<file path="src/rtl/acs_consts.vh">
// Constants for the conversion sequencer: control byte fields and counts
`ifndef ACS_CONSTS_VH
`define ACS_CONSTS_VH
`define ACS_BIT_PWR_HI     7
`define ACS_BIT_PWR_LO     6
`define ACS_BIT_ACQ_SRC    5
`define ACS_BIT_SPAN       4
`define ACS_BIT_POLARITY   3
`define ACS_CHAN_MSB       2
`define ACS_PM_EXT_CLK     2'h0
`define ACS_PM_INT_CLK     2'h1
`define ACS_PM_STANDBY     2'h2
`define ACS_PM_FULL        2'h3
`define ACS_ACQ_CYCLES     4'h6
`define ACS_CONV_CYCLES    4'hC
`define ACS_RESULT_W       12
`endif

</file>
<file path="src/rtl/acs_sequencer.v">
// Conversion sequencer of an eight-channel 12-bit converter
`timescale 1ns/1ps
`include "acs_consts.vh"
module acs_sequencer #(
  parameter RW = `ACS_RESULT_W
) (
  // Clock and reset
  input  wire          clk_sys_in,
  input  wire          reset_in,
  // Parallel bus pins
  input  wire          cs_n_in,
  input  wire          wr_n_in,
  input  wire          rd_n_in,
  input  wire          upper_byte_sel_in,
  input  wire [7:0]    data_in,
  output reg  [7:0]    data_out,
  output reg           data_oe_out,
  output reg           done_n_out,
  // Conversion clock pins and shutdown
  input  wire          conv_clk_ext_in,
  input  wire          conv_clk_int_in,
  input  wire          hw_shutdown_n_in,
  // Analog core
  input  wire [RW-1:0] sar_result_in,
  output reg  [2:0]    chan_sel_out,
  output reg           span_sel_out,
  output reg           polarity_sel_out,
  output reg           track_out,
  output reg           converting_out,
  output reg           int_clk_sel_out,
  output reg           standby_powerdown_out,
  output reg           full_powerdown_out
);
  localparam ST_IDLE = 2'h0;
  localparam ST_ACQI = 2'h1;
  localparam ST_ACQX = 2'h2;
  localparam ST_CONV = 2'h3;

  wire       cs_n_s;
  wire       wr_n_s;
  wire       rd_n_s;
  wire       upper_byte_sel_s;
  wire       hw_shutdown_n_n_s;
  wire       cke_s;
  wire       cki_s;

  acs_sync #(.W(5), .RST_V(1'b1)) u_sync_hi (
    .clk_sys_in (clk_sys_in),
    .reset_in   (reset_in),
    .pin_in     ({cs_n_in, wr_n_in, rd_n_in, hw_shutdown_n_in,
                  upper_byte_sel_in}),
    .level_out  ({cs_n_s, wr_n_s, rd_n_s, hw_shutdown_n_n_s, upper_byte_sel_s})
  );
  acs_sync #(.W(2), .RST_V(1'b0)) u_sync_ck (
    .clk_sys_in (clk_sys_in),
    .reset_in   (reset_in),
    .pin_in     ({conv_clk_ext_in, conv_clk_int_in}),
    .level_out  ({cke_s, cki_s})
  );

  // Data pins change slowly relative to strobes; hold copies
  // Three stages, one fewer than the strobes, so data settles before a rise
  reg  [7:0] data_d0_r;
  reg  [7:0] data_d1_r;
  reg  [7:0] data_d2_r;
  reg        wr_n_d_r;
  reg        rd_n_d_r;
  reg        cclk_d_r;
  reg  [1:0] state_r;
  reg  [3:0] cnt_r;
  reg  [7:0] ctrl_r;
  reg        pend_pd_r;
  reg  [1:0] pend_code_r;
  reg [RW-1:0] result_r;
  reg        res_bip_r;

  wire wr_d_fall = wr_n_d_r & ~wr_n_s;
  wire wr_fall = ~cs_n_s & wr_d_fall;
  wire wr_rise = ~cs_n_s & ~wr_n_d_r & wr_n_s;
  wire rd_fall = ~cs_n_s & rd_n_d_r & ~rd_n_s;
  wire cclk    = int_clk_sel_out ? cki_s : cke_s;
  wire cclk_up = cclk & ~cclk_d_r;
  wire [1:0] wcode = data_d2_r[`ACS_BIT_PWR_HI:`ACS_BIT_PWR_LO];
  wire       wacq  = data_d2_r[`ACS_BIT_ACQ_SRC];
  wire       pd_code = wcode[1];
  // Last clock of each timed phase, unless a write or shutdown cuts it
  wire       conv_end = hw_shutdown_n_n_s & ~wr_rise & cclk_up &
                        (state_r == ST_CONV) &
                        (cnt_r == `ACS_CONV_CYCLES - 4'h1);
  wire       acq_end  = hw_shutdown_n_n_s & ~wr_rise & cclk_up &
                        (state_r == ST_ACQI) &
                        (cnt_r == `ACS_ACQ_CYCLES - 4'h1);
  // Sign copy or zero above the four top result bits
  wire [3:0] upper_fill = {4{res_bip_r & result_r[RW-1]}};

  always @(posedge clk_sys_in or posedge reset_in) begin
    if (reset_in) begin
      data_d0_r <= 8'h00;
      data_d1_r <= 8'h00;
      data_d2_r <= 8'h00;
      wr_n_d_r  <= 1'b1;
      rd_n_d_r  <= 1'b1;
      cclk_d_r  <= 1'b0;
    end else begin
      data_d0_r <= data_in;
      data_d1_r <= data_d0_r;
      data_d2_r <= data_d1_r;
      wr_n_d_r  <= wr_n_s;
      rd_n_d_r  <= rd_n_s;
      cclk_d_r  <= cclk;
    end
  end

  // Sequencer
  always @(posedge clk_sys_in or posedge reset_in) begin
    if (reset_in) begin
      state_r               <= ST_IDLE;
      ctrl_r                <= 8'h00;
      chan_sel_out          <= 3'h0;
      span_sel_out          <= 1'b0;
      polarity_sel_out      <= 1'b0;
      track_out             <= 1'b0;
      converting_out        <= 1'b0;
    end else if (!hw_shutdown_n_n_s) begin
      state_r               <= ST_IDLE;
      track_out             <= 1'b0;
      converting_out        <= 1'b0;
    end else begin
      if (wr_rise) begin
        ctrl_r     <= data_d2_r;
        chan_sel_out     <= data_d2_r[`ACS_CHAN_MSB:0];
        span_sel_out     <= data_d2_r[`ACS_BIT_SPAN];
        polarity_sel_out <= data_d2_r[`ACS_BIT_POLARITY];
        converting_out <= 1'b0;
        track_out      <= 1'b1;
        if (wacq) begin
          state_r <= ST_ACQX;
        end else if (state_r == ST_ACQX) begin
          state_r        <= ST_CONV;
          track_out      <= 1'b0;
          converting_out <= 1'b1;
        end else begin
          state_r <= ST_ACQI;
        end
      end else begin
        case (state_r)
          ST_ACQI: begin
            if (cclk_up) begin
              if (cnt_r == `ACS_ACQ_CYCLES - 4'h1) begin
                state_r        <= ST_CONV;
                track_out      <= 1'b0;
                converting_out <= 1'b1;
              end
            end
          end
          ST_CONV: begin
            if (cclk_up) begin
              if (cnt_r == `ACS_CONV_CYCLES - 4'h1) begin
                state_r        <= ST_IDLE;
                converting_out <= 1'b0;
              end
            end
          end
          ST_ACQX: begin
            track_out <= 1'b1;
          end
          default: begin
            state_r <= ST_IDLE;
          end
        endcase
      end
    end
  end

  // Clock counter shared by timed acquisition and conversion
  always @(posedge clk_sys_in or posedge reset_in) begin
    if (reset_in) begin
      cnt_r <= 4'h0;
    end else if (!hw_shutdown_n_n_s || wr_rise || acq_end || conv_end) begin
      cnt_r <= 4'h0;
    end else if (cclk_up &&
                 (state_r == ST_ACQI || state_r == ST_CONV)) begin
      cnt_r <= cnt_r + 4'h1;
    end
  end

  // Done flag; a finishing conversion beats a read clear
  always @(posedge clk_sys_in or posedge reset_in) begin
    if (reset_in) begin
      done_n_out <= 1'b1;
    end else if (conv_end) begin
      done_n_out <= 1'b0;
    end else if (rd_fall) begin
      done_n_out <= 1'b1;
    end else if (wr_rise && hw_shutdown_n_n_s) begin
      done_n_out <= 1'b1;
    end
  end

  // Power modes; power-down codes wait for the end of conversion
  always @(posedge clk_sys_in or posedge reset_in) begin
    if (reset_in) begin
      standby_powerdown_out <= 1'b0;
      full_powerdown_out    <= 1'b0;
      pend_pd_r             <= 1'b0;
      pend_code_r           <= 2'h0;
    end else if (!hw_shutdown_n_n_s) begin
      standby_powerdown_out <= 1'b0;
      full_powerdown_out    <= 1'b1;
      pend_pd_r             <= 1'b0;
    end else begin
      if (wr_fall) begin
        standby_powerdown_out <= 1'b0;
        full_powerdown_out    <= 1'b0;
      end
      if (wr_rise) begin
        pend_pd_r   <= pd_code;
        pend_code_r <= wcode;
      end else if (conv_end && pend_pd_r) begin
        standby_powerdown_out <=
          (pend_code_r == `ACS_PM_STANDBY);
        full_powerdown_out    <=
          (pend_code_r == `ACS_PM_FULL);
        pend_pd_r             <= 1'b0;
      end
    end
  end

  // Result capture at the last conversion clock
  always @(posedge clk_sys_in or posedge reset_in) begin
    if (reset_in) begin
      result_r  <= {RW{1'b0}};
      res_bip_r <= 1'b0;
    end else if (conv_end) begin
      result_r  <= sar_result_in;
      res_bip_r <= polarity_sel_out;
    end
  end

  // Clock source; power-down codes leave it alone
  always @(posedge clk_sys_in or posedge reset_in) begin
    if (reset_in) begin
      int_clk_sel_out <= 1'b0;
    end else if (hw_shutdown_n_n_s && wr_rise && !pd_code) begin
      int_clk_sel_out <= (wcode == `ACS_PM_INT_CLK);
    end
  end

  // Read path, alive in every power mode
  always @(posedge clk_sys_in or posedge reset_in) begin
    if (reset_in) begin
      data_out    <= 8'h00;
      data_oe_out <= 1'b0;
    end else begin
      data_oe_out <= ~cs_n_s & ~rd_n_s;
      if (upper_byte_sel_s) begin
        data_out <= {upper_fill, result_r[RW-1:8]};
      end else begin
        data_out <= result_r[7:0];
      end
    end
  end
endmodule

</file>
<file path="src/rtl/acs_sync.v">
// Three-stage pin synchroniser with agreement filter
`timescale 1ns/1ps
module acs_sync #(
  parameter W     = 1,
  parameter RST_V = 1'b0
) (
  // Clock and reset
  input  wire         clk_sys_in,
  input  wire         reset_in,
  // Pins
  input  wire [W-1:0] pin_in,
  output reg  [W-1:0] level_out
);
  reg [W-1:0] s1_r;
  reg [W-1:0] s2_r;
  reg [W-1:0] s3_r;
  genvar i;
  generate
    for (i = 0; i < W; i = i + 1) begin : g_bit
      always @(posedge clk_sys_in or posedge reset_in) begin
        if (reset_in) begin
          s1_r[i]      <= RST_V;
          s2_r[i]      <= RST_V;
          s3_r[i]      <= RST_V;
          level_out[i] <= RST_V;
        end else begin
          s1_r[i] <= pin_in[i];
          s2_r[i] <= s1_r[i];
          s3_r[i] <= s2_r[i];
          // Change counts once second and third agree
          if (s2_r[i] == s3_r[i]) begin
            level_out[i] <= s3_r[i];
          end
        end
      end
    end
  endgenerate
endmodule

</file>
<file path="config.mk">
export PLATFORM = sky130hd
export DESIGN_NAME = acs_sequencer
export DESIGN_NICKNAME = d
export VERILOG_FILES = /design/src/rtl/acs_sequencer.v /design/src/rtl/acs_sync.v
export VERILOG_INCLUDE_DIRS = /design/src /design/src/rtl
export SDC_FILE = /design/constraint.sdc
export NUM_CORES = 1
export LEC_CHECK = 0
export BUFFER_PORTS_ARGS = -buffer_cell sky130_fd_sc_hd__buf_2
export CORE_MARGIN = 4
export CORE_UTILIZATION = 40
export CTS_BUF_LIST = sky130_fd_sc_hd__clkbuf_16
export DETAILED_ROUTE_END_ITERATION = 16
export SYNTH_ARGS = -nofsm -noshare
export SYNTH_HDL_FRONTEND = slang
export SYNTH_SLANG_ARGS = --single-unit
</file>
<file path="constraint.sdc">
create_clock -name clk_sys_in -period 4.4 [get_ports clk_sys_in]
set_input_delay 0.22 -clock clk_sys_in [delete_from_list [all_inputs] [get_ports clk_sys_in]]
set_output_delay 0.22 -clock clk_sys_in [all_outputs]
set_load 0.02 [all_outputs]
</file>
==> out/qor.txt <==
Crit Reg-Reg Endpoint: result_r[3]
Hold Buf Count CTS: 15
H-tree levels: 3
clock power share: 36.1%
Worst Setup EP: result_r[3]
global-route met2 utilization: 17.8%
setup slack, reg-to-reg: 1.99 ns
Routed wire per std cell: 12.9 um
row cnt: 33
Critical Path AT: 2.62 ns
met3 Resource Use GR: 4.91%
GR peak layer: met2
sequential power share: 53.9%
nets: 329
pin count of the biggest net entering global routing: 58
Reg clk slew, reported paths: 0.06 ns
share of cells above drive strength 1: 35.3%
Clock Skews: 0.00360 ns
first-pass GRT wire length: 9090 um
M1 GR Usage: 15.3%
clk_lat worst skew: 0.33 ns
post-DP HPWL: 3410 um
IO Pins: 49
kind of critical path: reg -> reg
final wirelength: 5280 um
sw power: 0.473 mW
status: complete, no violations
Hold Vio Cnt, Final: 0
root buffer cell: clkbuf_16
Detail Route Antenna Nets: 0
most frequent cells in the layout: dfrtp_1 (74), buf_2 (48), nand2_1 (30)
Overflow after GRT: 0
crit path max fanout: 23
port buffer count: 48
clk sinks: 97
TNS Setup: 0 ns
Max Cap Viol: 0
Worst Max-Slew Pin Slew: 1.16 ns
GRT Total Usage: 11.8%
Core Footprint: 8180 sq um
CTS tree: yes
drt via density: 4.73
Die Ht: 99.4 um
most common cell after layout, fill and taps aside: dfrtp_1
Longest Clk Path Bufs: 2
Avg Cell Area, Syn: 14.6 sq um
Mapped Cells: 229
sequential area share after synthesis: 73.5%
DRT Pass-1 Iters: 4
die area: 9880 sq um
initial antenna violation count: 0
Cell Area, Synth: 3340 sq um
worst IR drop on VDD: 0.000290 V
Starting Density: 40.9%
Switching Fraction: 24.8%
final slew viol count: 0
minimum clock period: 2.41 ns
headroom to the max-slew limit: 22.3%
worst hold path type: in -> async
Synth Net Count: 260
Pwr Density: 464 nW/um^2
# diodes: 0
fmax: 415 MHz
Num CTS Buffers: 9
Detailed Route Iter0 Violations: 66
crit path from: cnt_r[0]
Worst EP required: 4.61 ns
Resize count post-CTS: 0
Die X: 99.4 um
Leak: 1.89 nW
Setup Buffers After CTS: 0
Yosys Warn Count: 0
DR DRC count: 0
Internal: 1.43 mW
period utilization: 54.7%
RSZ-0062 raised after global routing: no
Design Area, Final: 4100 sq um
placed inst area: 3690 sq um
synthesized flop and latch total: 97
R2R Path Start: cnt_r[0]
via count: 1930
FF-to-FF path depth: 4
combinational share of power: 10.1%
Area Overhead vs Synth: 22.7%
number of global-route vias before repair: 1927
Setup-failing EPs final: 0
synth unique cells: 38
startpoint types: register
Final GP Congestion: 0.778
CP Capture Type: register
## worst min-delay path by stage
stage / slack [ns] / start / end
2_1_floorplan: 0.22 / upper_byte_sel_in / u_sync_hi.s1_r[0]
6_report: 0.001 / reset_in / u_sync_ck.s1_r[0]
4_1_cts: 0.02 / reset_in / u_sync_ck.s1_r[0]
3_3_place_gp: 0.32 / hw_shutdown_n_in / u_sync_hi.s1_r[1]
3_5_place_dp: 0.33 / hw_shutdown_n_in / u_sync_hi.s1_r[1]
5_1_grt: 0.06 / reset_in / u_sync_ck.s2_r[0]
## power groups by stage
stage	Combinational [mW]	Sequential, mW	Clock, mW
floorplan	0.0937	1.06	0
global placement	0.182	1.04	0
detailed placement	0.185	1.04	0
CTS	0.196	1.03	0.714
global route	0.218	1.03	0.746
finish	0.192	1.02	0.686
## worst max-delay path, cell delays in order (launching register included)
cell,delay (ns)
dfrtp_1,0.41
ha_1,0.21
nand4b_1,0.20
nor4_4,1.05
mux2_2,0.42
## synth_stat cells
cell	instances	area [sq um]
nand4b_1	2	17.5
nand4_1	1	6.26
a211o_2	1	10.0
nand3_1	5	25.0
nor3b_2	1	12.5
nand3b_1	2	15.0
nand2_1	30	113
o21ai_0	9	45.0
buf_4	2	15.0
o22a_1	1	8.76
dfrtp_1	74	1850
o211ai_1	1	7.51
a21oi_1	2	10.0
nor2_1	10	37.5
nor4b_1	1	8.76
dfstp_2	23	604
o211a_1	1	10.0
a211oi_1	2	15.0
ha_1	2	25.0
clkbuf_1	3	11.3
nand2b_1	2	12.5
o31ai_1	2	15.0
o311ai_0	1	8.76
or3b_2	1	8.76
inv_1	9	33.8
buf_6	1	11.3
maj3_1	8	80.1
a21o_1	2	15.0
xnor2_1	4	35.0
nor3_1	2	10.0
mux2_2	15	169
mux2i_4	1	22.5
a221oi_1	1	8.76
nor4_4	1	21.3
o2bb2ai_1	1	8.76
nand2_2	1	6.26
a2bb2oi_1	1	8.76
nor4_1	3	18.8
## state kept, by name, summed over array words and instances (netlist names), 3 cells and up
register	flops
data_d0_r	8
data_d2_r	8
cnt_r	4
data_d1_r	8
data_out	8
u_sync_hi.s1_r	5
u_sync_hi.s3_r	5
chan_sel_out	3
u_sync_hi.level_out	5
u_sync_hi.s2_r	5
result_r	12
## stage by stage
stage / hold WS [ns] / setup slack [ns] / instances / util (%) / total power [mW]
6_report: 0.000972 / 1.99 / 408 / 50.2 / 1.90
5_1_grt: 0.0610 / 1.80 / 408 / 50.2 / 2.00
4_1_cts: 0.0176 / 1.94 / 408 / 50.2 / 1.94
3_5_place_dp: 0.326 / 1.94 / 377 / 45.1 / 1.23
3_3_place_gp: 0.325 / 1.99 / 377 / 45.1 / 1.22
2_1_floorplan: 0.224 / 1.68 / 229 / - / 1.15
## layout make-up
cell class,instances,area [sq um]
Fill cell,734,4070
Sequential cell,97,2460
Multi-Input combinational cell,117,816
Timing Repair Buffer,64,398
Clock buffer,9,225
Tap cell,105,131
Clock inverter,7,40.0
Inverter,9,36.3
## logic make-up after synthesis
kind of cell,count (synthesis),share of synthesized area [%]
muxes,16,5.73
xor gates and xnor gates,4,1.05
AOI/OAI and AO/OA,25,5.13
DFF,97,73.5
adders and majority gates,10,3.14
and+or+nand+nor,62,9.36
buffers and inverters,15,2.13
## layer usage
metal  vias to the layer above  share of wire [%]
li1                        919                  -
met3                         5                7.0
met1                       953                 44
met4                         0                1.2
met5                         -                  0
met2                        53                 48
Power figures use the tool's default switching activity.
